[config.mk]
export PLATFORM = sky130hd
export DESIGN_NAME = icr_card_regs
export DESIGN_NICKNAME = d
export VERILOG_FILES = /design/src/icr_pkg.sv /design/src/icr_decode.sv /design/src/icr_card_regs.sv
export VERILOG_INCLUDE_DIRS = /design/src
export SDC_FILE = /design/constraint.sdc
export NUM_CORES = 1
export LEC_CHECK = 0
export BUFFER_PORTS_ARGS = -buffer_cell sky130_fd_sc_hd__buf_2
export CORE_MARGIN = 3
export CORE_UTILIZATION = 46
export DETAILED_ROUTE_END_ITERATION = 7
export HOLD_SLACK_MARGIN = 0.1
export PLACE_DENSITY = 0.79
export SETUP_SLACK_MARGIN = 0.2
export SLEW_MARGIN = 15
export SYNTH_ARGS = -nofsm -noshare
export SYNTH_HDL_FRONTEND = slang
export SYNTH_SLANG_ARGS = --single-unit
[constraint.sdc]
create_clock -name i_ref_clk -period 2 [get_ports i_ref_clk]
set_input_delay 0.1 -clock i_ref_clk [delete_from_list [all_inputs] [get_ports i_ref_clk]]
set_output_delay 0.1 -clock i_ref_clk [all_outputs]
set_load 0.005 [all_outputs]
[src/icr_regs.svh]
// Constants for the I/O card identity and reset register decode.
// Assumes inclusion by the design modules by bare name; the package does not include it.
`ifndef ICR_REGS_SVH
`define ICR_REGS_SVH
`define ICR_IO_WIN_LO      24'h600000
`define ICR_IO_WIN_HI      24'h800000
`define ICR_OFS_IDENT      16'h0001
`define ICR_OFS_CTRL       16'h0003
`define ICR_RESET_DATA     8'h80
`define ICR_ID_RL_BIT      7
`define ICR_ID_EXT_MSB     6
`define ICR_ID_EXT_LSB     5
`define ICR_ID_BASE_MSB    4
`define ICR_CTRL_IE_BIT    7
`define ICR_CTRL_DE1_BIT   1
`define ICR_CTRL_DE0_BIT   0
`define ICR_RST_PULSE_NS   100
`define ICR_CLK_NS         10
`define ICR_RST_PULSE_CYC  ((`ICR_RST_PULSE_NS + `ICR_CLK_NS - 1) / `ICR_CLK_NS)
`endif

[src/icr_pkg.sv]
// Types shared by the I/O card register decode.
// Assumes the constants header sits in the same folder.
package icr_pkg;
  typedef enum logic [1:0] {ST_IDLE, ST_ACK, ST_WAIT_END} icr_bus_e;
  typedef struct packed {
    logic [22:0] addr;
    logic        as;
    logic        lds;
    logic        rd;
    logic [7:0]  wdata;
  } icr_req_s;
  typedef struct packed {
    logic       ie;
    logic       de1;
    logic       de0;
  } icr_ctrl_s;
endpackage : icr_pkg

[src/icr_decode.sv]
// Address decode for one card window on the asynchronous backplane.
// Assumes a 23-bit word address and a 64 KB card region selected by code.
`timescale 1ns/1ps
module icr_decode
  import icr_pkg::*;
#(
  parameter int unsigned SEL_W = 5
) (
  // Request
  input  wire logic [22:0]      i_addr,
  input  wire logic [SEL_W-1:0] i_sel_code,
  // Decode results
  output logic                  o_in_region,
  output logic [15:0]           o_offset
);
  `include "icr_regs.svh"
  logic [23:0] byte_addr;
  logic [23:0] base;
  always_comb begin
    byte_addr = {i_addr, 1'b1};
    base      = `ICR_IO_WIN_LO + 24'({i_sel_code, 16'h0000});
    // Only the upper bits are compared; the full 16-bit offset goes out for register decode.
    o_in_region = (byte_addr >= `ICR_IO_WIN_LO) &&
                  (byte_addr < `ICR_IO_WIN_HI) &&
                  (byte_addr[23:16] == base[23:16]);
    o_offset    = byte_addr[15:0];
  end
endmodule : icr_decode

[src/icr_card_regs.sv]
// Identity and card reset registers of a backplane I/O card.
// Assumes bus strobes already synchronous to i_ref_clk and active high here.
`timescale 1ns/1ps
// Operation
// - Registers on low data byte, odd offsets
// - Aliasing allowed, never outside own region
// - Extra registers only supplement fixed ones
// - Offset 1 read returns identity byte
// - Write to offset 1 resets card
// - Master writes 80h; value ignored
// - Controller-chip command reset may replace it
// - No backplane clock; interlocked handshake only
// - Decode lies inside 600000h to 800000h
// - Card reset clears interrupt and DMA enables
// - Remote flag one only for remote-capable cards
// - Identity bits hardwired, not switch-selected
module icr_card_regs
  import icr_pkg::*;
#(
  parameter int unsigned SEL_W     = 5,
  parameter logic        REMOTE_OK = 1'b0,
  parameter logic [1:0]  EXT_ID    = 2'h0,
  parameter logic [4:0]  BASE_CODE = 5'h01
) (
  // Clock and reset
  input  wire logic             i_ref_clk,
  input  wire logic             i_rst_b,
  // Backplane request
  input  wire logic [22:0]      i_addr,
  input  wire logic             i_address_strobe,
  input  wire logic             i_lower_byte_strobe,
  input  wire logic             i_read_write_select,
  input  wire logic [7:0]       i_wdata,
  input  wire logic [SEL_W-1:0] i_sel_code,
  // Backplane answer
  output logic                  o_dtack,
  output logic                  o_addressed,
  output logic [7:0]            o_rdata,
  output logic                  o_rdata_oe,
  // Card state
  output logic                  o_card_reset,
  output logic                  o_interrupt_enable_bit,
  output logic                  o_dma_chan0_enable,
  output logic                  o_dma_chan1_enable
);
  `include "icr_regs.svh"
  localparam logic [7:0] RST_CYC = 8'(`ICR_RST_PULSE_CYC);

  // A wider select code would run past the end of the external window.
  if (SEL_W < 1 || SEL_W > 5) begin : g_bad_sel_w
    $error("SEL_W must be 1 to 5");
  end
  // The pulse counter is eight bits wide.
  if (`ICR_RST_PULSE_CYC < 1 || `ICR_RST_PULSE_CYC > 255) begin : g_bad_rst
    $error("Reset pulse count must be 1 to 255");
  end

  typedef struct packed {
    icr_bus_e   st;
    icr_ctrl_s  ctrl;
    logic [7:0] rst_cnt;
    logic       dtack;
    logic       addressed;
    logic [7:0] rdata;
    logic       oe;
    logic       crst;
  } state_s;

  localparam state_s Q_RESET = '{
    st:        ST_IDLE,
    ctrl:      '0,
    rst_cnt:   8'h00,
    dtack:     1'b0,
    addressed: 1'b0,
    rdata:     8'h00,
    oe:        1'b0,
    crst:      1'b0
  };

  state_s      q;
  state_s      d;
  icr_req_s    req;
  logic        in_region;
  logic [15:0] offset;
  logic [7:0]  ident;
  logic [7:0]  status;
  logic        hit;
  logic        rd_hit;
  logic        wr_ident;
  logic        wr_ctrl;
  logic [7:0]  rd_value;

  icr_decode #(.SEL_W(SEL_W)) u_dec (
    .i_addr      (req.addr),
    .i_sel_code  (i_sel_code),
    .o_in_region (in_region),
    .o_offset    (offset)
  );

  always_comb begin
    req.addr  = i_addr;
    req.as    = i_address_strobe;
    req.lds   = i_lower_byte_strobe;
    req.rd    = i_read_write_select;
    req.wdata = i_wdata;
  end

  // Tie-offs keep the identity fixed regardless of any select switch.
  always_comb begin
    ident                                  = 8'h00;
    ident[`ICR_ID_RL_BIT]                  = REMOTE_OK;
    ident[`ICR_ID_EXT_MSB:`ICR_ID_EXT_LSB] = EXT_ID;
    ident[`ICR_ID_BASE_MSB:0]              = BASE_CODE;
  end

  // Undefined status bits read as zero so software can mask them safely.
  always_comb begin
    status                    = 8'h00;
    status[`ICR_CTRL_IE_BIT]  = q.ctrl.ie;
    status[`ICR_CTRL_DE1_BIT] = q.ctrl.de1;
    status[`ICR_CTRL_DE0_BIT] = q.ctrl.de0;
  end

  // Only the low byte strobe selects registers here.
  // Offsets are fully decoded inside the region; the decode keeps them out of others.
  always_comb begin
    hit      = req.as && req.lds && in_region && offset[0];
    rd_hit   = hit && req.rd;
    wr_ident = hit && !req.rd && (offset == `ICR_OFS_IDENT);
    wr_ctrl  = hit && !req.rd && (offset == `ICR_OFS_CTRL);
  end

  // Unmapped odd offsets still answer, with zero, so the master never hangs.
  always_comb begin
    unique case (offset)
      `ICR_OFS_IDENT: rd_value = ident;
      `ICR_OFS_CTRL:  rd_value = status;
      default:        rd_value = 8'h00;
    endcase
  end

  // The pulse counter runs beside the bus machine, so a cycle that fires
  // the card reset still completes its handshake.
  always_comb begin
    d      = q;
    d.crst = (q.rst_cnt != 8'h00);
    if (q.rst_cnt != 8'h00) begin
      d.rst_cnt = q.rst_cnt - 8'h01;
    end
    unique case (q.st)
      ST_IDLE: begin
        if (hit) begin
          d.st        = ST_ACK;
          d.addressed = 1'b1;
        end
        if (rd_hit) begin
          d.oe    = 1'b1;
          d.rdata = rd_value;
        end
        // With no controller command sequence on the card, this write is
        // the only way software restores the power-on state.
        if (wr_ident) begin
          // Data value is ignored; any write restores power-on state.
          d.rst_cnt = RST_CYC;
          d.crst    = 1'b1;
          d.ctrl    = '0;
        end
        if (wr_ctrl) begin
          d.ctrl.ie  = req.wdata[`ICR_CTRL_IE_BIT];
          d.ctrl.de1 = req.wdata[`ICR_CTRL_DE1_BIT];
          d.ctrl.de0 = req.wdata[`ICR_CTRL_DE0_BIT];
        end
      end
      ST_ACK: begin
        d.dtack = 1'b1;
        d.st    = ST_WAIT_END;
      end
      ST_WAIT_END: begin
        // Hold the answer until the master drops its strobe.
        if (!req.as) begin
          d.st        = ST_IDLE;
          d.dtack     = 1'b0;
          d.addressed = 1'b0;
          d.oe        = 1'b0;
          d.rdata     = 8'h00;
        end
      end
      default: begin
        // An illegal state code drops the answer and returns to idle.
        d.st        = ST_IDLE;
        d.dtack     = 1'b0;
        d.addressed = 1'b0;
        d.oe        = 1'b0;
        d.rdata     = 8'h00;
      end
    endcase
  end

  // Reset loads constants only; the card reset pulse never feeds back here.
  always_ff @(posedge i_ref_clk or negedge i_rst_b) begin
    if (!i_rst_b) begin
      q <= Q_RESET;
    end else begin
      q <= d;
    end
  end

  // Every output is a plain copy of a flop.
  always_comb begin
    o_dtack                = q.dtack;
    o_addressed            = q.addressed;
    o_rdata                = q.rdata;
    o_rdata_oe             = q.oe;
    o_card_reset           = q.crst;
    o_interrupt_enable_bit = q.ctrl.ie;
    o_dma_chan0_enable     = q.ctrl.de0;
    o_dma_chan1_enable     = q.ctrl.de1;
  end
endmodule : icr_card_regs

# Yosys cells after proc, flatten, opt, wreduce, memory -nomap -nowiden
# Index checks and enable logic that the tools add are counted.
# totals
regBits	25
inputBits	41
# classes
addsub	2
n_lt_le_gt_ge	2
n_eq_ne	7
n_mux	15
bitwise_logic	2
reduce_logical	18
# op_table
cell	count
$pmux W10 S3	1
$add A23 B21 Y24 const A	1
$ge A24 B23 Y1 const B	1
$lt A24 B24 Y1 const B	1
$mux W11	2
$mux W8	2
$pmux W8 S2	1
$eq A15 B1 Y1 const B	1
$logic_not A15 Y1	1
$mux W9	1
$eq A8 B8 Y1	1
$logic_and A1 B1 Y1	8
$reduce_bool A8 Y1	1
$sub A8 B1 Y8 const B	1
$ne A2 B2 Y1 const B	3
$pmux W2 S3	1
$reduce_and A2 Y1	3
$reduce_and A3 Y1	2
$mux W2	2
$mux W1	3
$mux W3	1
$pmux W1 S3	1
$eq A2 B1 Y1 const B	1
$eq A2 B2 Y1 const B	1
4 further kinds	5

# Depth between registers and ports, before layout
# Gate-level depths: netlist of the first run.
# depth
word_depth	8
ltp_mapped	6

# Cells and area by module
# A second synthesis of the first run with hierarchy kept.
# hier_totals
cells_unflattened	127
hier_area_um2	1222.4
# modules_own_cells
mod	n_inst	cells_each	area_each_um2
icr_card_regs	1	102	1033.5
icr_decode	1	25	188.9

# Least setup slack after synthesis of the first run
# No wires, ideal clock.
# synth_path
path_type	reg2reg
startpoint	register q[24] (netlist name)
endpoint	register q (netlist bit o_dma_chan0_enable)
setup_time_ns	0.079
t_arrival_ns	1.372
t_required_ns	1.921
setup_slack_ns	0.549
stages_incl_launch_ff	6
n_path_buf	1
period_less_slack_ns	1.451
path_cell_list	dfrtp_1 nor4_1 and4_1 and4b_1 buf_6 mux2i_1
# synth_via
elab_chain_cells	2
# synth_lines
element	line	text
start: declaration	icr_card_regs.sv:80	state_s q;
start signal: assignment	icr_card_regs.sv:202	q <= Q_RESET;
start signal: assignment	icr_card_regs.sv:204	q <= d;
$logic_not A2 Y1	icr_card_regs.sv:150	unique case (q.st)
$reduce_and A2 Y1 (no source line)	--	
# No other way between the ends.
# A chain may end at the register's enable or synchronous reset.

# Final worst setup path of the first run
# layout_path
startpoint	register q[24] (netlist name)
endpoint	register q (netlist bit o_interrupt_enable_bit)
# The elaborated chain is that of the path after synthesis.

==> results.sh, run 1 <==
export IMPL_clock_power_share_pct=27.5
export IMPL_clock_latency_ps=290
export IMPL_crit_path_end_kind="register"
export IMPL_fin_ws_ps=324.9
export IMPL_cp_startpoint="q[24]"
export IMPL_seq_area_frac_synth_pct=42.11
export IMPL_slew_violations=0
export IMPL_final_cells=188
export IMPL_n_antenna_cell=0
export IMPL_ys_types=36
export IMPL_vias=1004
export IMPL_status="completed"
export IMPL_syn_cell_area_um2=1189
export IMPL_nets=205
export IMPL_synth_edf_count=0
export IMPL_ant_nets=0
export IMPL_synth_commonest_cells="dfrtp_1, xnor2_1, buf_4"
export IMPL_clk_path_buf_depth=2
export IMPL_path_class="reg2reg"
export IMPL_grt_pass1_vias=976
export IMPL_rsz0062_at_grt="false"
export IMPL_drc=0
export IMPL_worst_ep_required_time_ps=2230
export IMPL_place_inst=181
export IMPL_post_cts_buffers=0
export IMPL_avgViaCountPerCell=5.340
export IMPL_area_delta_synth_final_pct=22.63
export IMPL_endpoint="o_interrupt_enable_bit"
export IMPL_die_w_um=56.84
export IMPL_io_pins=56
export IMPL_design_die_area_um2=3230
export IMPL_hold_start="i_addr[0]"
export IMPL_synth_warnings=0
export IMPL_synthCells=114
export IMPL_synth_top_area_share_pct=42.11
export IMPL_reg2reg_depth=5
export IMPL_setup_violations_final=0
export IMPL_vdd_drop_max_uv=248.7
export IMPL_maxCapViolations=0
export IMPL_design_core_area_um2=2340
export IMPL_cp_slowest_stage_delay_ps=460
export IMPL_powerDensity_nw_per_um2=473.2
export IMPL_fmax_mhz=597.0
export IMPL_min_period_over_period_pct=83.76
export IMPL_antenna_found_initial=0
export IMPL_cts_made_buffers=3
export IMPL_final_setup_skew_ps=1.074
export IMPL_grt_max_degree=21
export IMPL_hold_viol_final=0
export IMPL_period_minus_slack_ps=1675
export IMPL_synthTopCellsByArea="dfrtp_1, xnor2_1, buf_4"
export IMPL_initial_utilization_pct=50.80
export IMPL_grt_overflow_total=0
export IMPL_io_buffers=45
export IMPL_synth_seq_cells=20
export IMPL_postLayoutCellArea_um2=1458
export IMPL_tns_ps=0
export IMPL_clockRootBuffer="clkbuf_4"
export IMPL_drive_above_1_share_pct=35.00
export IMPL_synth_top_cell_by_area="dfrtp_1"
export IMPL_synth_most_common_cell="dfrtp_1"
export IMPL_rr_endpoint="o_interrupt_enable_bit"
export IMPL_hpwl_um=2045
export IMPL_wl_per_cell_um=13.26
export IMPL_htreeDepth=1
export IMPL_pwr_share_seq_pct=59.5
export IMPL_drt_wl_total_um=2493
export IMPL_start_kind="register"
export IMPL_grt_pass1_wl_um=4291
export IMPL_slowest_stage="dfrtp_1"
export IMPL_rrSetupSlack_ps=320
export IMPL_cts_sinks=20
export IMPL_place_area_um2=1389
export IMPL_r2r_start="q[24]"
export IMPL_hold_depth=3
export IMPL_p_comb_share_pct=13.0
export IMPL_cp_arrival_ps=1900
export IMPL_async_flop_share_pct=100.0
export IMPL_cts_tree="yes"
export IMPL_track_usage_pct=16.67
export IMPL_rows=17
export IMPL_ys_flop_type="dfrtp_1"
export IMPL_gp_congestion=0.7554
export IMPL_switching_share_pct=23.79
export IMPL_crit_chain="nor4_2 > and4_1 > and4b_1 > buf_4 > mux2i_1"
export IMPL_firstDrtPassIters=4
export IMPL_dr_first_iter_drc_count=27
export IMPL_pre_cts_ws_ps=275.8
export IMPL_internal_power_w=0.0005256
export IMPL_clkTransAtPathRegs_ps=110
export IMPL_die_h_um=56.84
export IMPL_cp_max_fo=9
export IMPL_power_switching_w=0.0001641
export IMPL_p_leak_nw=0.6456
export IMPL_hold_class="in2reg"
export IMPL_synth_area_per_cell_um2=10.43
-- worst max-delay path, delay by kind of cell, from the launching register on --
| kind | cells | cell delay, ps |
|---|---|---|
| flip-flops | 1 | 460 |
| buffers and inverters | 1 | 180 |
| multiplexers | 1 | 190 |
| AND/OR/NAND/NOR | 3 | 790 |
-- final cells by class --
class | instances | area [um2]
flip-flops and latches | 20 | 500.5
inverters | 8 | 30.03
clock buffers | 3 | 22.52
well taps | 28 | 35.03
repair buffers | 50 | 272.8
multi-input cells | 79 | 596.8
fillers | 219 | 882.1
-- cells in the final DEF, fill, tap and decap left out, drive strengths merged --
master,count
a211oi,5
a21o,1
a21oi,1
and2,1
and3,2
and4,2
and4b,1
buf,46
clkbuf,3
conb,5
dfrtp,20
dlygate4sd3,4
ha,2
inv,8
mux2,1
mux2i,6
nand2,8
nand2b,2
nand3,5
nand4,2
nand4b,1
nor2,3
nor2b,2
nor3,1
nor4,7
nor4b,2
o21a,1
o21ai,3
o22ai,2
o41ai,1
xnor2,10
xor2,2
-- what timing repair did --
item	4_1_cts	5_1_grt
resized for setup	0	1
hold buffers	4	0
hold endpoints to repair	23	0
endpoints found under the setup margin	0	9
-- through the flow --
stage	util (%)	total power, W	hold WS (ps)
2_1_floorplan	-	0.0004583	-195.6
3_3_place_gp	59.36	0.0004986	62.26
3_5_place_dp	59.36	0.0005015	67.97
4_1_cts	62.03	0.0006907	107.6
5_1_grt	62.30	0.0007230	114.5
6_report	62.30	0.0006897	115.0
-- worst min path at each step --
stage | endpoint | slack (ps)
after detailed placement | o_dtack | 70
after global placement | o_dtack | 60
after global routing | q[13] | 110
final | o_dma_chan0_enable | 120
after CTS | q[13] | 110
after floorplan | o_addressed | -200
-- kinds of logic after synthesis --
group / share of synthesized area [%]
xor gates and xnor gates: 8.842
and+or+nand+nor: 22.84
AOI/OAI and AO/OA: 8.315
DFF: 42.11
muxes: 6.000
adders and majority gates: 2.105
buffers and inverters: 9.473
other: 0.3155
-- sequential cells by signal (all words and copies together) (netlist names) --
register / cells
q: 10
o_card_reset: 1
o_dma_chan0_enable: 1
o_dtack: 1
o_addressed: 1
o_rdata_oe: 1
o_dma_chan1_enable: 1
o_rdata: 3
o_interrupt_enable_bit: 1
-- routing by layer --
metal | routed length (um) | global-route usage (%) | share of wire (%) | vias up
li1 | - | - | - | 482
met1 | 1068 | 20.68 | 43 | 493
met2 | 1283 | 29.04 | 51 | 25
met3 | 115 | 3.218 | 4.6 | 4
met4 | 25 | 4.967 | 1.0 | 0
met5 | 0 | 0 | 0 | -
-- power by group through the flow --
stage	Clock (W)	Combinational [W]	Sequential, W
floorplan	0	0.0000399	0.000418
global placement	0	0.0000809	0.000418
detailed placement	0	0.0000835	0.000418
CTS	0.000191	0.0000896	0.000410
global route	0.000210	0.000102	0.000411
finish	0.000190	0.0000896	0.000410
No activity file was read; power rests on OpenSTA's default activity.
==> inputs of run 2 (changes only) <==
- CORE_UTILIZATION: 46 -> 41
- PLACE_DENSITY: 0.79 -> 0.75
- clock period: 2 -> 1.5 ns (I/O delays scaled with it)
==> run 2 against run 1 <==
Net effect: the run now ends with negative setup slack left; routed wire length increased by 38%; die area increased by 11%; power increased by 67%; fmax increased by 7.5%; critical path depth unchanged; cell area increased by 14%; clock skew increased by 8.5 ps; highest routed layer unchanged; sequential cell count unchanged; largest power group unchanged; sequential power increased by 33%; global-route usage increased by 3.0 points.
==> results.sh, run 2 (synthesized netlist as in run 1, its figures left out) <==
export IMPL_grtUsageMet3_pct=2.160
export IMPL_hold_viol_final=0
export IMPL_cp_arrival_ps=1800
export IMPL_tns_ps=-309.7
export IMPL_final_setup_skew_ps=9.618
export IMPL_postLayoutCellArea_um2=1664
export IMPL_setup_violations_final=10
export IMPL_vias=1128
export IMPL_hold_class="in2reg"
export IMPL_grt_pass1_wl_um=5306
export IMPL_cp_max_fo=3
export IMPL_worst_ep_required_time_ps=1750
export IMPL_path_class="reg2reg"
export IMPL_n_antenna_cell=0
export IMPL_grt_overflow_total=0
export IMPL_violations="negative setup slack"
export IMPL_fin_ws_ps=-57.54
export IMPL_design_core_area_um2=2613
export IMPL_regArea_um2=500.5
export IMPL_cts_tree="yes"
export IMPL_htreeDepth=1
export IMPL_grt_max_degree=21
export IMPL_rsz0062_at_grt="true"
export IMPL_dr_first_iter_drc_count=59
export IMPL_maxCapViolations=0
export IMPL_period_minus_slack_ps=1558
export IMPL_slew_violations=0
export IMPL_track_usage_pct=19.66
export IMPL_crit_path_end_kind="register"
export IMPL_start_kind="register"
export IMPL_drive_above_1_share_pct=41.48
export IMPL_io_buffers=45
export IMPL_largest_register_ffs=10
export IMPL_die_h_um=59.85
export IMPL_nets=220
export IMPL_fill_cells=200
export IMPL_rows=18
export IMPL_grt_util_met2_pct=36.88
export IMPL_avgViaCountPerCell=5.476
export IMPL_final_core_util_pct=63.70
export IMPL_slowest_stage="dfrtp_1"
export IMPL_initial_utilization_pct=45.50
export IMPL_area_delta_synth_final_pct=40.00
export IMPL_vdd_drop_max_uv=694.5
export IMPL_wl_per_cell_um=16.70
export IMPL_cts_sinks=20
export IMPL_layout_commonest_cell="buf_2"
export IMPL_cp_slowest_stage_delay_ps=430
export IMPL_hpwl_um=2347
export IMPL_p_leak_nw=0.7404
export IMPL_clk_path_buf_depth=2
export IMPL_ant_nets=0
export IMPL_regMostFlops="q"
export IMPL_multiInputGateArea_um2=634.4
export IMPL_grt_pass1_vias=1178
export IMPL_clockRootBuffer="clkbuf_4"
export IMPL_antenna_found_initial=0
export IMPL_busiest_layer="met2"
export IMPL_use_met1_pct=22.09
export IMPL_die_w_um=59.85
export IMPL_place_area_um2=1421
export IMPL_crit_chain="nor4_2 > and4_1 > and4b_1 > buf_6 > mux2i_1"
export IMPL_status="complete, but fails checks"
export IMPL_firstDrtPassIters=4
export IMPL_design_die_area_um2=3581
export IMPL_powerDensity_nw_per_um2=690.5
export IMPL_power_w=0.001149
export IMPL_min_period_over_period_pct=103.8
export IMPL_fmax_mhz=642.0
export IMPL_cts_made_buffers=3
export IMPL_drt_wl_total_um=3441
export IMPL_gp_congestion=0.7682
export IMPL_clkTransAtPathRegs_ps=120
export IMPL_clock_latency_ps=320
export IMPL_layout_common_cells="buf_2, dfrtp_1, xnor2_1"
export IMPL_io_pins=56
export IMPL_drc=0
## run 2: cell count changes in the layout (fill, tap and decap cells not counted), moves of 3 or more
| cell | before | now |
|---|---|---|
| a211oi_1 | 4 | 0 |
| a211oi_2 | 1 | 5 |
| buf_4 | 1 | 8 |
| buf_6 | 0 | 3 |
| dlygate4sd3_1 | 4 | 9 |
## run 2: final timing paths
kind,startpoint,endpoint,slack (ps),depth (start not counted)
min reg2reg,o_dtack,o_dtack,480,1
min,i_addr[15],q[23],110,4
max in group asynchronous,i_rst_b,o_addressed,960,2
max,q[24],o_dma_chan1_enable,-60,5
max reg2reg,q[24],o_dma_chan1_enable,-60,5
min in group asynchronous,i_rst_b,q[14],220,2
## run 2: layout make-up
class / instances / area share, %
multi-input combinational: 79 / 38.12
sequential: 20 / 30.08
timing repair buffer: 65 / 24.59
tap: 30 / 2.256
clock inverter: 1 / 1.805
inverter: 8 / 1.805
clock buffer: 3 / 1.353
## run 2: metal layers
metal  vias to the layer above  routed length, um
met5                         -                  0
met1                       542               1310
met4                         0                133
met2                        60               1807
li1                        513                  -
met3                        13                190
## run 2: stage by stage
step	worst slack, ps	hold slack, ps	instances
3_3_place_gp	54.48	36.55	187
2_1_floorplan	62.25	-220.6	118
3_5_place_dp	2.081	47.85	187
6_report	-57.54	107.7	206
5_1_grt	-172.2	129.3	206
4_1_cts	0.008438	106.6	203
## run 2: critical path, delay by kind of cell (launching register included)
family,cells,cell delay [ps]
flip-flops,1,430
multiplexers,1,170
AND/OR/NAND/NOR,3,770
buffers and inverters,1,130
## run 2: power breakdown
group | internal [W] | switching, W | total [W]
Combinational | 0.0000740 | 0.0000695 | 0.000143
Clock | 0.000271 | 0.000188 | 0.000459
Sequential | 0.000544 | 0.00000254 | 0.000547
## run 2: what timing repair did
action / CTS / global route
hold buffers: 9 / 0
hold endpoints to repair: 27 / 0
buffers inserted: 3 / 3
endpoints found under the setup margin: 15 / 16
pin swaps: 2 / 10
gates resized for setup: 4 / 9
==> inputs of run 3 (changes only) <==
- clock period: 1.5 -> 1.3 ns (I/O delays scaled with it)
==> run 3 against run 2 <==
Net effect: the flow still finishes with violations (negative setup slack); via count fell by 3.7%; power rose by 13%; die area did not move; cell area rose by 2.0%; register-to-register slack got worse by 80 ps; final cell count rose by 0.97%; largest cell class unchanged; clock skew fell by 5.9 ps.
==> results.sh, run 3 (synthesized netlist as in run 1, its figures left out) <==
export IMPL_r2r_start="q[14]"
export IMPL_io_buffers=45
export IMPL_setup_violations_final=15
export IMPL_gp_congestion=0.8199
export IMPL_crit_chain="nor4_4 > nor4b_4 > xnor2_1 > a211oi_2"
export IMPL_vias=1086
export IMPL_place_area_um2=1508
export IMPL_rsz0062_at_grt="true"
export IMPL_powerDensity_nw_per_um2=762.9
export IMPL_period_minus_slack_ps=1438
export IMPL_die_w_um=59.85
export IMPL_clockRootBuffer="clkbuf_4"
export IMPL_grt_util_met2_pct=33.18
export IMPL_wl_per_cell_um=14.40
export IMPL_die_h_um=59.85
export IMPL_cp_max_fo=4
export IMPL_regMostFlops="q"
export IMPL_drt_wl_total_um=2995
export IMPL_cp_slowest_stage_delay_ps=440
export IMPL_grt_overflow_total=0
export IMPL_design_die_area_um2=3581
export IMPL_track_usage_pct=18.19
export IMPL_grt_pass1_vias=1126
export IMPL_use_met1_pct=22.10
export IMPL_fin_ws_ps=-138.2
export IMPL_htreeDepth=1
export IMPL_cts_tree="yes"
export IMPL_cp_top_family="simple AND/OR/NAND/NOR gates"
export IMPL_layout_commonest_cell="buf_2"
export IMPL_slew_violations=0
export IMPL_antenna_found_initial=0
export IMPL_cts_made_buffers=3
export IMPL_status="complete, but fails checks"
export IMPL_p_leak_nw=0.7600
export IMPL_slowest_stage="dfrtp_1"
export IMPL_violations="negative setup slack"
export IMPL_firstDrtPassIters=4
export IMPL_initial_utilization_pct=45.50
export IMPL_hpwl_um=2282
export IMPL_n_antenna_cell=0
export IMPL_vdd_drop_max_uv=572.9
export IMPL_hold_start="i_addr[22]"
export IMPL_clock_latency_ps=310
export IMPL_rows=18
export IMPL_min_period_over_period_pct=110.6
export IMPL_layout_common_cells="buf_2, dfrtp_1, buf_4"
export IMPL_cp_arrival_ps=1680
export IMPL_area_delta_synth_final_pct=42.84
export IMPL_busiest_layer="met2"
export IMPL_cp_startpoint="q[14]"
export IMPL_hold_class="in2reg"
export IMPL_worst_ep_required_time_ps=1540
export IMPL_maxCapViolations=0
export IMPL_largest_register_ffs=10
export IMPL_clk_path_buf_depth=2
export IMPL_grt_max_degree=21
export IMPL_nets=222
export IMPL_design_core_area_um2=2613
export IMPL_path_class="reg2reg"
export IMPL_rrSetupSlack_ps=-140
export IMPL_ant_nets=0
export IMPL_start_kind="register"
export IMPL_fmax_mhz=695.3
export IMPL_power_w=0.001295
export IMPL_cts_sinks=20
export IMPL_hold_viol_final=0
export IMPL_io_pins=56
export IMPL_clkTransAtPathRegs_ps=120
export IMPL_path_buf_inv=0
export IMPL_postLayoutCellArea_um2=1698
export IMPL_crit_path_end_kind="register"
export IMPL_avgViaCountPerCell=5.221
export IMPL_dr_first_iter_drc_count=25
export IMPL_drive_above_1_share_pct=44.38
export IMPL_grtUsageMet3_pct=1.296
export IMPL_grt_pass1_wl_um=4850
export IMPL_drc=0
export IMPL_final_setup_skew_ps=3.672
## run 3: changes by cell type in the layout (fill, tap and decap cells not counted), moves of 3 or more
cell,previous run,this run
dlygate4sd3_1,9,5
a211oi_1,0,3
a211oi_2,5,2
buf_4,8,11
buf_6,3,6
## run 3: area by class of cell
class / instances / area (um2)
Fill cell: 201 / 914.6
Inverter: 8 / 30.03
Sequential cell: 20 / 500.5
Multi-Input combinational cell: 79 / 651.9
Clock buffer: 3 / 22.52
Timing Repair Buffer: 67 / 425.4
Clock inverter: 1 / 30.03
Tap cell: 30 / 37.54
## run 3: stage by stage
stage / setup TNS [ps] / worst slack (ps) / util [%] / hold slack [ps] / instances
6_report: -1576 / -138.2 / 64.99 / 101.3 / 208
5_1_grt: -3528 / -308.1 / 64.99 / 102.3 / 208
4_1_cts: -1573 / -140.7 / 64.42 / 84.35 / 208
3_5_place_dp: -1451 / -153.4 / 57.71 / 39.61 / 198
3_3_place_gp: -982.8 / -102.0 / 57.71 / 28.37 / 198
2_1_floorplan: -950.4 / -137.7 / - / -230.6 / 118
## run 3: where the power goes
part | switching, W | internal, W | leakage [nW]
combinational | 0.0000705 | 0.0000770 | 0.499
sequential | 0.00000291 | 0.000628 | 0.233
clock | 0.000205 | 0.000312 | 0.0279
total | 0.000278 | 0.00102 | 0.760
## run 3: timing repair
action | in CTS | in global routing
endpoints found under the hold margin | 29 | 0
endpoints found under the setup margin | 17 | 19
resized for setup | 13 | 4
pin swaps | 7 | 2
setup buffers | 1 | 0
hold buffers | 5 | 0
## run 3: worst paths after layout
kind / endpoint / cells after the start
max: q[19] / 4
min: q[23] / 4
max reg2reg: q[19] / 4
min reg2reg: o_addressed / 1
max in group asynchronous: o_dma_chan1_enable / 2
min in group asynchronous: q[15] / 2
## run 3: worst reg2reg max path, stage by stage (launching register included)
cell      delay (ps)
dfrtp_1          440
nor4_4           380
nor4b_4          300
xnor2_1          120
a211oi_2         140
## run 3: per-layer routing
| layer | part of all wire, % | up-vias | routed length (um) |
|---|---|---|---|
| met3 | 5.4 | 3 | 163 |
| met4 | 1.3 | 0 | 40 |
| met2 | 53 | 35 | 1588 |
| met1 | 40 | 527 | 1203 |
| li1 | - | 521 | - |
| met5 | 0 | - | 0 |
